### config.mk
export PLATFORM = sky130hd
export DESIGN_NAME = mct_device_flat
export DESIGN_NICKNAME = d
export VERILOG_FILES = /design/src/logic/mct_pkg.sv /design/src/logic/mct_link_if.sv /design/src/logic/mct_device.sv /design/src/logic/mct_timing_chain.sv /design/src/flat_wrapper.sv
export VERILOG_INCLUDE_DIRS = /design/src /design/src/logic
export SDC_FILE = /design/constraint.sdc
export NUM_CORES = 1
export LEC_CHECK = 0
export BUFFER_PORTS_ARGS = -buffer_cell sky130_fd_sc_hd__buf_2
export CORE_MARGIN = 1.5
export CORE_UTILIZATION = 40
export CTS_CLUSTER_DIAMETER = 40
export DETAILED_ROUTE_END_ITERATION = 12
export HOLD_SLACK_MARGIN = 0.15
export SLEW_MARGIN = 20
export SYNTH_ARGS = -nofsm -noshare
export SYNTH_HDL_FRONTEND = slang
export SYNTH_SLANG_ARGS = --single-unit
export TNS_END_PERCENT = 100
### constraint.sdc
create_clock -name clk -period 1.9 [get_ports clk]
set_input_delay 0 -clock clk [delete_from_list [all_inputs] [get_ports clk]]
set_output_delay 0 -clock clk [all_outputs]
set_load 0.005 [all_outputs]
### src/logic/mct_map.svh
// constants for the memory cycle timing and control block
`ifndef MCT_MAP_SVH
`define MCT_MAP_SVH

`define MCT_CLK_NS        8
`define MCT_NS2CYC(t)     (((t) + `MCT_CLK_NS / 2) / `MCT_CLK_NS)
`define MCT_CNT_W         6

`define MCT_PULSE_NS      50
`define MCT_STROBE_NS     8
`define MCT_PROT_NS       40
`define MCT_WINIT_NS      55
`define MCT_RSEL_NS       130
`define MCT_XE_SET_NS     165
`define MCT_XS_SET_NS     185
`define MCT_XS_CLR_NS     245
`define MCT_CTL_RST_NS    250
`define MCT_XE_CLR_NS     265
`define MCT_OE_SET_NS     270
`define MCT_OS_SET_NS     290
`define MCT_OS_CLR_NS     350
`define MCT_OE_CLR_NS     370

`define MCT_PULSE_CYC     `MCT_NS2CYC(`MCT_PULSE_NS)
`define MCT_STROBE_CYC    `MCT_NS2CYC(`MCT_STROBE_NS)
`define MCT_PROT_CYC      `MCT_NS2CYC(`MCT_PROT_NS)
`define MCT_WINIT_CYC     `MCT_NS2CYC(`MCT_WINIT_NS)
`define MCT_RSEL_CYC      `MCT_NS2CYC(`MCT_RSEL_NS)
`define MCT_XE_SET_CYC    `MCT_NS2CYC(`MCT_XE_SET_NS)
`define MCT_XS_SET_CYC    `MCT_NS2CYC(`MCT_XS_SET_NS)
`define MCT_XS_CLR_CYC    `MCT_NS2CYC(`MCT_XS_CLR_NS)
`define MCT_CTL_RST_CYC   `MCT_NS2CYC(`MCT_CTL_RST_NS)
`define MCT_XE_CLR_CYC    `MCT_NS2CYC(`MCT_XE_CLR_NS)
`define MCT_OE_SET_CYC    `MCT_NS2CYC(`MCT_OE_SET_NS)
`define MCT_OS_SET_CYC    `MCT_NS2CYC(`MCT_OS_SET_NS)
`define MCT_OS_CLR_CYC    `MCT_NS2CYC(`MCT_OS_CLR_NS)
`define MCT_OE_CLR_CYC    `MCT_NS2CYC(`MCT_OE_CLR_NS)
`define MCT_LAST_CYC      (`MCT_OE_CLR_CYC + `MCT_PULSE_CYC - 1)

`define MCT_SEL_PE        2'h0
`define MCT_SEL_CU        2'h1
`define MCT_SEL_IO        2'h2
`define MCT_PROT_BLOCK    4'h0

`define MCT_REG_CMD       12'h000
`define MCT_REG_GO        12'h004
`define MCT_REG_STATUS    12'h008
`define MCT_CMD_RESET     32'h0000_0000
`define MCT_CMD_RW        0
`define MCT_CMD_MSEL      1
`define MCT_CMD_PROT      2
`define MCT_CMD_SELA      3
`define MCT_CMD_SELB      4
`define MCT_CMD_OUTER     5
`define MCT_CMD_INNER     6
`define MCT_CMD_PBITS_LO  8
`define MCT_GO_MEM        0
`define MCT_GO_XFER       1
`define MCT_GO_CLR        2
`define MCT_ST_PERR       0
`define MCT_ST_BUSY       1
`define MCT_RESP_OKAY     2'h0
`define MCT_RESP_SLVERR   2'h2

`endif

### src/logic/mct_pkg.sv
// types shared by the device end of the memory cycle sequencer and its timing chain
`default_nettype none
package mct_pkg;
  typedef enum logic {MCT_IDLE, MCT_RUN} mct_state_e;

  typedef struct packed {
    logic       isWrite;
    logic       isTransfer;
    logic       protEn;
    logic [3:0] protBits;
    logic [1:0] dataSel;
  } mct_cycle_s;
endpackage : mct_pkg
`default_nettype wire

### src/logic/mct_link_if.sv
// command and status lines between controller and sequencer
`timescale 1ns/1ps
`default_nettype none
interface mct_link_if;
  logic       cycleRequest;
  logic       memoryChipSelect;
  logic       transferRequest_n;
  logic       readWriteCtl;
  logic       protectEnable;
  logic       protectErrorClear_n;
  logic       dataSelectA;
  logic       dataSelectB;
  logic       outerWordEnable;
  logic       innerWordEnable;
  logic [3:0] protectBits;
  logic       protectError;
  logic       cycleBusy;

  modport device (
    input  cycleRequest, memoryChipSelect, transferRequest_n, readWriteCtl,
           protectEnable, protectErrorClear_n, dataSelectA, dataSelectB,
           outerWordEnable, innerWordEnable, protectBits,
    output protectError, cycleBusy
  );
  modport host (
    output cycleRequest, memoryChipSelect, transferRequest_n, readWriteCtl,
           protectEnable, protectErrorClear_n, dataSelectA, dataSelectB,
           outerWordEnable, innerWordEnable, protectBits,
    input  protectError, cycleBusy
  );
endinterface : mct_link_if
`default_nettype wire

### src/logic/mct_device.sv
// memory cycle timing and control sequencer, device end
//
// Decided for this implementation: register access over AXI4-Lite and the placing of the registers.
`timescale 1ns/1ps
`default_nettype none
`include "mct_map.svh"
module mct_device (
  input  wire logic       clk,
  input  wire logic       rst,
  mct_link_if.device      link,
  input  wire logic       powerOnClear_n,
  output logic            memoryInitiate_n,
  output logic [7:0]      regStrobeLane,
  output logic            writeEnable,
  output logic            writeOuterEnable,
  output logic            writeInnerEnable,
  output logic            transferCycle_n,
  output logic            xferEnable,
  output logic            outEnable,
  output logic            dataStrobe,
  output logic            outerWordHeld,
  output logic            innerWordHeld,
  output logic            bufferReadSelectHeld,
  output logic            ioReadSelectHeld,
  output logic            bufferOutSelect,
  output logic            ioOutSelect
);
  mct_pkg::mct_cycle_s cyc;
  logic                clear;
  logic                initiate;
  logic                busy;
  logic                protPulse;
  logic                winitPulse;
  logic                winitFirst;
  logic                strobeBase;
  logic                strobeBase_n;
  logic                rselPulse;
  logic                xeSet;
  logic                xeClr;
  logic                xsSet;
  logic                xsClr;
  logic                ctlRst;
  logic                oeSet;
  logic                oeClr;
  logic                osSet;
  logic                osClr;
  logic                transferFf;
  logic                protectErrorFf;
  logic                violation;
  logic                protGate;
  logic                readCycle;
  logic                bufferReadSelect;
  logic                ioReadSelect;
  logic [1:0]          reqSel;
  logic                overrideWords;

  assign clear = rst || !powerOnClear_n;

  // later requests while a cycle runs are ignored
  assign initiate = !busy && ((link.cycleRequest && link.memoryChipSelect)
                    || !link.transferRequest_n);

  assign reqSel = {link.dataSelectB, link.dataSelectA};
  // cu and io writes always move full words
  assign overrideWords = link.readWriteCtl && link.transferRequest_n
                         && (reqSel != `MCT_SEL_PE);

  mct_timing_chain chain (
    .clk        (clk),
    .clear      (clear),
    .initiate   (initiate),
    .busy       (busy),
    .protPulse  (protPulse),
    .winitPulse (winitPulse),
    .winitFirst (winitFirst),
    .strobeBase (strobeBase),
    .rselPulse  (rselPulse),
    .xeSet      (xeSet),
    .xeClr      (xeClr),
    .xsSet      (xsSet),
    .xsClr      (xsClr),
    .ctlRst     (ctlRst),
    .oeSet      (oeSet),
    .oeClr      (oeClr),
    .osSet      (osSet),
    .osClr      (osClr)
  );

  // command levels are caught once per cycle at initiate
  always_ff @(posedge clk) begin
    if (clear) begin
      cyc <= '0;
    end else if (initiate) begin
      cyc.isTransfer <= !link.transferRequest_n;
      cyc.isWrite    <= link.readWriteCtl && link.transferRequest_n;
      cyc.protEn     <= link.protectEnable;
      cyc.protBits   <= link.protectBits;
      cyc.dataSel    <= reqSel;
    end
  end

  assign violation = cyc.protEn && (cyc.protBits == `MCT_PROT_BLOCK);
  assign protGate  = protPulse && !transferFf;
  assign readCycle = !cyc.isWrite && !cyc.isTransfer;

  always_ff @(posedge clk) begin
    if (clear) begin
      transferFf <= 1'b0;
    end else if (initiate) begin
      transferFf <= !link.transferRequest_n;
    end else if (ctlRst) begin
      transferFf <= 1'b0;
    end
  end

  always_ff @(posedge clk) begin
    if (clear) begin
      writeEnable <= 1'b0;
    end else if (ctlRst) begin
      writeEnable <= 1'b0;
    end else if (protGate && cyc.isWrite && !violation) begin
      writeEnable <= 1'b1;
    end
  end

  // set wins over a clear arriving in the same clock
  always_ff @(posedge clk) begin
    if (clear) begin
      protectErrorFf <= 1'b0;
    end else if (protGate && cyc.isWrite && violation) begin
      protectErrorFf <= 1'b1;
    end else if (!link.protectErrorClear_n) begin
      protectErrorFf <= 1'b0;
    end
  end

  // read cycles get a single clock, writes the whole pulse
  always_ff @(posedge clk) begin
    if (clear) begin
      memoryInitiate_n <= 1'b1;
    end else begin
      memoryInitiate_n <= !(winitPulse && !transferFf
                            && (cyc.isWrite || winitFirst));
    end
  end

  assign strobeBase_n = !strobeBase;
  // lanes 4-7 come from the complement path to split fan-out
  always_ff @(posedge clk) begin
    if (clear) begin
      regStrobeLane <= 8'h00;
    end else begin
      regStrobeLane <= {{4{!strobeBase_n}}, {4{strobeBase}}};
    end
  end

  assign bufferReadSelect = readCycle && (cyc.dataSel == `MCT_SEL_CU);
  assign ioReadSelect     = readCycle && (cyc.dataSel == `MCT_SEL_IO);

  // held through the output-enable period, dropped as it ends
  always_ff @(posedge clk) begin
    if (clear) begin
      bufferReadSelectHeld <= 1'b0;
      ioReadSelectHeld     <= 1'b0;
    end else if (rselPulse) begin
      bufferReadSelectHeld <= bufferReadSelect;
      ioReadSelectHeld     <= ioReadSelect;
    end else if (oeClr) begin
      bufferReadSelectHeld <= 1'b0;
      ioReadSelectHeld     <= 1'b0;
    end
  end

  always_ff @(posedge clk) begin
    if (clear) begin
      xferEnable <= 1'b0;
    end else if (xeClr) begin
      xferEnable <= 1'b0;
    end else if (xeSet) begin
      xferEnable <= 1'b1;
    end
  end

  // the output window set overlaps the transfer reset by a clock
  always_ff @(posedge clk) begin
    if (clear) begin
      dataStrobe <= 1'b0;
    end else if (xsSet || osSet) begin
      dataStrobe <= 1'b1;
    end else if (xsClr || osClr) begin
      dataStrobe <= 1'b0;
    end
  end

  always_ff @(posedge clk) begin
    if (clear) begin
      outEnable <= 1'b0;
    end else if (oeClr) begin
      outEnable <= 1'b0;
    end else if (oeSet) begin
      outEnable <= 1'b1;
    end
  end

  // word latches restart at each initiate, then only set
  always_ff @(posedge clk) begin
    if (clear) begin
      outerWordHeld <= 1'b0;
      innerWordHeld <= 1'b0;
    end else if (initiate) begin
      outerWordHeld <= link.outerWordEnable || overrideWords;
      innerWordHeld <= link.innerWordEnable || overrideWords;
    end else if (busy) begin
      if (link.outerWordEnable) begin
        outerWordHeld <= 1'b1;
      end
      if (link.innerWordEnable) begin
        innerWordHeld <= 1'b1;
      end
    end
  end

  assign writeOuterEnable = writeEnable && outerWordHeld;
  assign writeInnerEnable = writeEnable && innerWordHeld;
  assign transferCycle_n  = !transferFf;
  assign bufferOutSelect  = (xferEnable && cyc.isTransfer)
                            || (outEnable && readCycle);
  assign ioOutSelect      = outEnable && readCycle && ioReadSelectHeld;

  assign link.protectError = protectErrorFf;
  assign link.cycleBusy    = busy;
endmodule : mct_device
`default_nettype wire

### src/logic/mct_timing_chain.sv
// cycle counter and timed pulse taps of the sequencer
`timescale 1ns/1ps
`default_nettype none
`include "mct_map.svh"
module mct_timing_chain (
  input  wire logic clk,
  input  wire logic clear,
  input  wire logic initiate,
  output logic      busy,
  output logic      protPulse,
  output logic      winitPulse,
  output logic      winitFirst,
  output logic      strobeBase,
  output logic      rselPulse,
  output logic      xeSet,
  output logic      xeClr,
  output logic      xsSet,
  output logic      xsClr,
  output logic      ctlRst,
  output logic      oeSet,
  output logic      oeClr,
  output logic      osSet,
  output logic      osClr
);
  mct_pkg::mct_state_e          state;
  logic [`MCT_CNT_W-1:0]        count;

  function automatic logic inWin(input logic [`MCT_CNT_W-1:0] c,
                                 input int unsigned start,
                                 input int unsigned width);
    int unsigned cw;
    cw = 32'(c);
    inWin = (cw >= start) && (cw < start + width);
  endfunction : inWin

  // count k marks k clocks after the initiate pulse
  always_ff @(posedge clk) begin
    if (clear) begin
      state <= mct_pkg::MCT_IDLE;
      count <= '0;
    end else begin
      unique case (state)
        mct_pkg::MCT_IDLE: begin
          if (initiate) begin
            state <= mct_pkg::MCT_RUN;
            count <= `MCT_CNT_W'(1);
          end
        end
        mct_pkg::MCT_RUN: begin
          if (32'(count) == `MCT_LAST_CYC) begin
            state <= mct_pkg::MCT_IDLE;
            count <= '0;
          end else begin
            count <= count + `MCT_CNT_W'(1);
          end
        end
      endcase
    end
  end

  // taps rounded to the nearest clock edge
  always_comb begin
    busy       = (state == mct_pkg::MCT_RUN);
    protPulse  = busy && inWin(count, `MCT_PROT_CYC, `MCT_PULSE_CYC);
    winitPulse = busy && inWin(count, `MCT_WINIT_CYC, `MCT_PULSE_CYC);
    winitFirst = busy && (32'(count) == `MCT_WINIT_CYC);
    strobeBase = busy && inWin(count, `MCT_WINIT_CYC, `MCT_STROBE_CYC);
    rselPulse  = busy && inWin(count, `MCT_RSEL_CYC, `MCT_PULSE_CYC);
    xeSet      = busy && inWin(count, `MCT_XE_SET_CYC, `MCT_PULSE_CYC);
    xeClr      = busy && inWin(count, `MCT_XE_CLR_CYC, `MCT_PULSE_CYC);
    xsSet      = busy && inWin(count, `MCT_XS_SET_CYC, `MCT_PULSE_CYC);
    xsClr      = busy && inWin(count, `MCT_XS_CLR_CYC, `MCT_PULSE_CYC);
    ctlRst     = busy && inWin(count, `MCT_CTL_RST_CYC, `MCT_PULSE_CYC);
    oeSet      = busy && inWin(count, `MCT_OE_SET_CYC, `MCT_PULSE_CYC);
    oeClr      = busy && inWin(count, `MCT_OE_CLR_CYC, `MCT_PULSE_CYC);
    osSet      = busy && inWin(count, `MCT_OS_SET_CYC, `MCT_PULSE_CYC);
    osClr      = busy && inWin(count, `MCT_OS_CLR_CYC, `MCT_PULSE_CYC);
  end
endmodule : mct_timing_chain
`default_nettype wire

### src/flat_wrapper.sv
// flat-port wrapper written by rule: the top's interface ports become plain ports
module mct_device_flat 
  (clk, rst, powerOnClear_n, memoryInitiate_n, regStrobeLane, writeEnable, writeOuterEnable, writeInnerEnable, transferCycle_n, xferEnable, outEnable, dataStrobe, outerWordHeld, innerWordHeld, bufferReadSelectHeld, ioReadSelectHeld, bufferOutSelect, ioOutSelect, link_cycleRequest, link_memoryChipSelect, link_transferRequest_n, link_readWriteCtl, link_protectEnable, link_protectErrorClear_n, link_dataSelectA, link_dataSelectB, link_outerWordEnable, link_innerWordEnable, link_protectBits, link_protectError, link_cycleBusy);
  mct_link_if link_i ();
  input  wire logic clk;
  input  wire logic rst;
  input  wire logic powerOnClear_n;
  output logic memoryInitiate_n;
  output logic [7:0] regStrobeLane;
  output logic writeEnable;
  output logic writeOuterEnable;
  output logic writeInnerEnable;
  output logic transferCycle_n;
  output logic xferEnable;
  output logic outEnable;
  output logic dataStrobe;
  output logic outerWordHeld;
  output logic innerWordHeld;
  output logic bufferReadSelectHeld;
  output logic ioReadSelectHeld;
  output logic bufferOutSelect;
  output logic ioOutSelect;
  input wire logic [$bits(link_i.cycleRequest)-1:0] link_cycleRequest;
  input wire logic [$bits(link_i.memoryChipSelect)-1:0] link_memoryChipSelect;
  input wire logic [$bits(link_i.transferRequest_n)-1:0] link_transferRequest_n;
  input wire logic [$bits(link_i.readWriteCtl)-1:0] link_readWriteCtl;
  input wire logic [$bits(link_i.protectEnable)-1:0] link_protectEnable;
  input wire logic [$bits(link_i.protectErrorClear_n)-1:0] link_protectErrorClear_n;
  input wire logic [$bits(link_i.dataSelectA)-1:0] link_dataSelectA;
  input wire logic [$bits(link_i.dataSelectB)-1:0] link_dataSelectB;
  input wire logic [$bits(link_i.outerWordEnable)-1:0] link_outerWordEnable;
  input wire logic [$bits(link_i.innerWordEnable)-1:0] link_innerWordEnable;
  input wire logic [$bits(link_i.protectBits)-1:0] link_protectBits;
  output wire logic [$bits(link_i.protectError)-1:0] link_protectError;
  output wire logic [$bits(link_i.cycleBusy)-1:0] link_cycleBusy;
  assign link_i.cycleRequest = link_cycleRequest;
  assign link_i.memoryChipSelect = link_memoryChipSelect;
  assign link_i.transferRequest_n = link_transferRequest_n;
  assign link_i.readWriteCtl = link_readWriteCtl;
  assign link_i.protectEnable = link_protectEnable;
  assign link_i.protectErrorClear_n = link_protectErrorClear_n;
  assign link_i.dataSelectA = link_dataSelectA;
  assign link_i.dataSelectB = link_dataSelectB;
  assign link_i.outerWordEnable = link_outerWordEnable;
  assign link_i.innerWordEnable = link_innerWordEnable;
  assign link_i.protectBits = link_protectBits;
  assign link_protectError = link_i.protectError;
  assign link_cycleBusy = link_i.cycleBusy;
  mct_device u_core (.clk(clk), .rst(rst), .link(link_i), .powerOnClear_n(powerOnClear_n), .memoryInitiate_n(memoryInitiate_n), .regStrobeLane(regStrobeLane), .writeEnable(writeEnable), .writeOuterEnable(writeOuterEnable), .writeInnerEnable(writeInnerEnable), .transferCycle_n(transferCycle_n), .xferEnable(xferEnable), .outEnable(outEnable), .dataStrobe(dataStrobe), .outerWordHeld(outerWordHeld), .innerWordHeld(innerWordHeld), .bufferReadSelectHeld(bufferReadSelectHeld), .ioReadSelectHeld(ioReadSelectHeld), .bufferOutSelect(bufferOutSelect), .ioOutSelect(ioOutSelect));
endmodule
==> impl_metrics.py <==
metrics = {
    "cts": {
        "cts.sinks": 28,
        "clockRootBuffer": "clkbuf_8",
        "numCtsBuffers": 3,
        "path_clk_slew_ns": 0.10,
        "htreeDepth": 1,
        "cts_tree": "yes",
        "clock_path_buffers": 2,
        "insertion_delay_ns": 0.27,
    },
    "timing": {
        "min_period_ns": 1.77,
        "final-hold-violation-count": 0,
        "worst_slew_pin_slew_ns": 0.503,
        "slew_headroom_pct": 66.4,
        "rsz0062_at_grt": "no",
        "max_freq_mhz": 566,
        "finalCritPeriodShare_pct": 93.0,
        "slew_violations": 0,
        "finalSetupViolCount": 0,
        "skew_ns": 0.00272,
        "finalSetupTns_ns": 0,
    },
    "worst_setup_path": {
        "worst-setup-path-type": "input pin to flop",
        "worstSetupEndpointType": "flop",
        "worst_setup_path_start_kind": "input pin",
        "arrival_ns": 1.93,
        "cp_max_fo": 10,
        "cp.required_ns": 2.06,
    },
    "routing": {
        "dr.pass1.iters": 4,
        "ant_nets": 0,
        "routed_via_density": 5.32,
        "finalWirelength_um": 3750,
        "drt_iter0_drc": 67,
        "remaining_drc_errors": 0,
        "num_vias": 1464,
        "wl_per_cell_um": 13.6,
    },
    "logic_synthesis": {
        "synthFlopType": "dfxtp_1",
        "syn_nets": 204,
        "synth-edff-count": 0,
        "synth_top_family_by_area": "simple AND/OR/NAND/NOR gates",
        "synth.area.mux_share_pct": 0,
        "synthSimpleGateAreaFrac_pct": 30.5,
        "synth-xor-area-share_pct": 0,
        "ys_seq_elements": 28,
        "synth_fa_ha_area_share_pct": 2.55,
        "ys_seq_area_share_pct": 38.1,
        "netlist_area_mm2": 0.00147,
        "syn-mean-instance-area_um2": 8.00,
        "synth.top_cell.area_share_pct": 38.1,
        "synth_cells": 184,
        "synth_area_leader_cell": "dfxtp_1",
        "yosys-top-cells-area": "dfxtp_1 (38%), nand2_1 (5.9%), buf_4 (5.6%), a21oi_1 (5.1%), nor3_1 (3.7%)",
        "synth_compound_area_share_pct": 19.6,
        "ys_warn_count": 0,
        "ys_types": 43,
        "async_flop_share_pct": 0,
    },
    "layout": {
        "final_util_pct": 54.3,
        "layout-drive-gt1-share_pct": 23.1,
        "syn2layout_area_growth_pct": 27.0,
        "stdcell_count": 275,
        "diodes": 0,
        "n_fill_cell": 341,
        "final_nets": 250,
    },
    "power_and_ir_drop": {
        "combPwrFrac_pct": 11.1,
        "p_switching_w": 0.000266,
        "p_per_area_mw_per_mm2": 649,
        "seq_power_share_pct": 50.4,
        "clockPowerShare_pct": 38.5,
        "irDropWorstVdd_v": 0.000403,
        "p_sw_share_pct": 21.9,
        "p_int_w": 0.000948,
        "leakagePower_nw": 0.767,
    },
    "die": {
        "die_height_um": 63.7,
        "die_area_mm2": 0.00405,
        "coreArea_mm2": 0.00344,
        "start_util_pct": 42.8,
        "die_w_um": 63.7,
        "rows": 21,
        "ios": 41,
    },
    "grt": {
        "antenna_found_initial": 0,
        "grt_max_degree": 22,
        "grt_pass1_wl_um": 6440,
        "overflow": 0,
        "grt_usage_pct": 19.4,
        "grt_pass1_vias": 1373,
    },
    "placement": {
        "place.gp.congestion": 0.822,
        "post-dp-hpwl_um": 2680,
        "dp.cells": 255,
        "port-buffer-count": 40,
    },
    "min_path": {
        "hold_class": "input pin to flop",
    },
    "outcome": {
        "status": "complete, no violations",
    },
    "flow_run": {
        "drv_cap": 0,
    },
}
## area by class of cell
class	instances	area [um2]	share of cell area, %
flip-flops and latches	28	561	30.0
well taps	46	57.6	3.08
inverters	6	22.5	1.20
multi-input cells	132	776	41.5
repair buffers	59	383	20.5
clock buffers	3	41.3	2.21
clock inverters	1	30.0	1.61
## worst paths after layout
| check | start | to | slack (ns) | cells past startpoint |
|---|---|---|---|---|
| max | link_transferRequest_n | u_core.cyc[8] | 0.13 | 8 |
| min | link_memoryChipSelect | u_core.chain.busy | 0.21 | 5 |
| max reg2reg | u_core.chain.busy | u_core.cyc[8] | 0.17 | 6 |
| min reg2reg | u_core.cyc[5] | u_core.cyc[5] | 0.46 | 2 |
## stage by stage
step	area [um2]	setup slack, ns	hold WS, ns	total power, W
after floorplan	1470	0.575	0.133	0.000691
after global placement	1640	0.342	0.224	0.000732
after detailed placement	1640	0.292	0.239	0.000736
after CTS	1870	0.151	0.205	0.00122
after global routing	1870	0.0547	0.298	0.00127
final	1870	0.134	0.209	0.00121
## placed cells by master (no fill, tap or decap), types with 2 or more instances in the layout
cell type | Yosys | routed
and2_1 | 2 | 2
nor4_1 | 2 | 2
buf_4 | 11 | 3
dfxtp_1 | 28 | 28
a31oi_1 | 6 | 6
nor2b_1 | 3 | 3
o2bb2ai_1 | 2 | 2
or2b_1 | 2 | 2
nor2_1 | 14 | 14
nand2_1 | 23 | 23
a21oi_1 | 15 | 15
nor3_1 | 11 | 11
inv_1 | 6 | 6
clkbuf_8 | 0 | 3
or3_1 | 2 | 2
dlygate4sd3_1 | 0 | 16
or2_2 | 2 | 2
ha_1 | 3 | 3
nand2b_1 | 6 | 6
buf_2 | 4 | 40
nand3_1 | 5 | 5
a211oi_1 | 4 | 4
o21ai_0 | 5 | 5
a2bb2oi_1 | 2 | 2
nand3b_1 | 4 | 4
## state kept, by name, summed over array words and instances (netlist names)
| name | count |
|---|---|
| u_core.outEnable | 1 |
| u_core.dataStrobe | 1 |
| u_core.transferFf | 1 |
| u_core.outerWordHeld | 1 |
| u_core.chain.count | 6 |
| u_core.link.protectError | 1 |
| u_core.bufferReadSelectHeld | 1 |
| u_core.xferEnable | 1 |
| u_core.chain.busy | 1 |
| u_core.cyc | 9 |
| u_core.ioReadSelectHeld | 1 |
| u_core.writeEnable | 1 |
| u_core.memoryInitiate_n | 1 |
| u_core.innerWordHeld | 1 |
| u_core.regStrobeLane | 1 |
## worst max-delay path, stage by stage
cell and delay, ns:
dlygate4sd3_1 0.52, buf_2 0.16, a21boi_0 0.28, nor2_1 0.10, buf_4 0.18, nand3_1 0.08
dlygate4sd3_1 0.55, a21oi_1 0.06
## what timing repair did
item / CTS / global route
setup buffers: 0 / 0
resized for setup: 0 / 0
hold buffers: 16 / 0
hold endpoints to repair: 18 / 0
## cell usage after synthesis, types with 2 or more instances
cell type / n
nor2_1: 14
a31oi_1: 6
nand3_1: 5
or2b_1: 2
clkbuf_1: 3
nor3_1: 11
nor2b_1: 3
o2bb2ai_1: 2
a21oi_1: 15
or2_2: 2
ha_1: 3
o21ai_0: 5
dfxtp_1: 28
nand2_1: 23
buf_4: 11
nand3b_1: 4
buf_2: 4
inv_1: 6
a211oi_1: 4
or3_1: 2
nand2b_1: 6
and2_1: 2
nor4_1: 2
a2bb2oi_1: 2
## power groups by stage
stage	registers, W	clock network (W)	logic, W
final	0.000612	0.000468	0.000135
after detailed placement	0.000626	0	0.000110
after floorplan	0.000622	0	0.0000690
after CTS	0.000612	0.000475	0.000135
after global routing	0.000615	0.000499	0.000151
after global placement	0.000625	0	0.000107
## kinds of logic after synthesis
logic type | after synthesis
AOI/OAI and AO/OA | 44
adders and majority gates | 3
buffers and inverters | 24
DFF | 28
and+or+nand+nor | 85
## routing by layer
| layer | part of all wire (%) | track usage, % | vias to the layer above |
|---|---|---|---|
| met5 | 0 | 0 | - |
| met4 | 0.59 | 4.08 | 0 |
| met3 | 4.4 | 2.14 | 2 |
| met2 | 46 | 33.0 | 48 |
| met1 | 49 | 26.4 | 684 |
| li1 | - | - | 730 |
(Power assumes the default switching activity.)
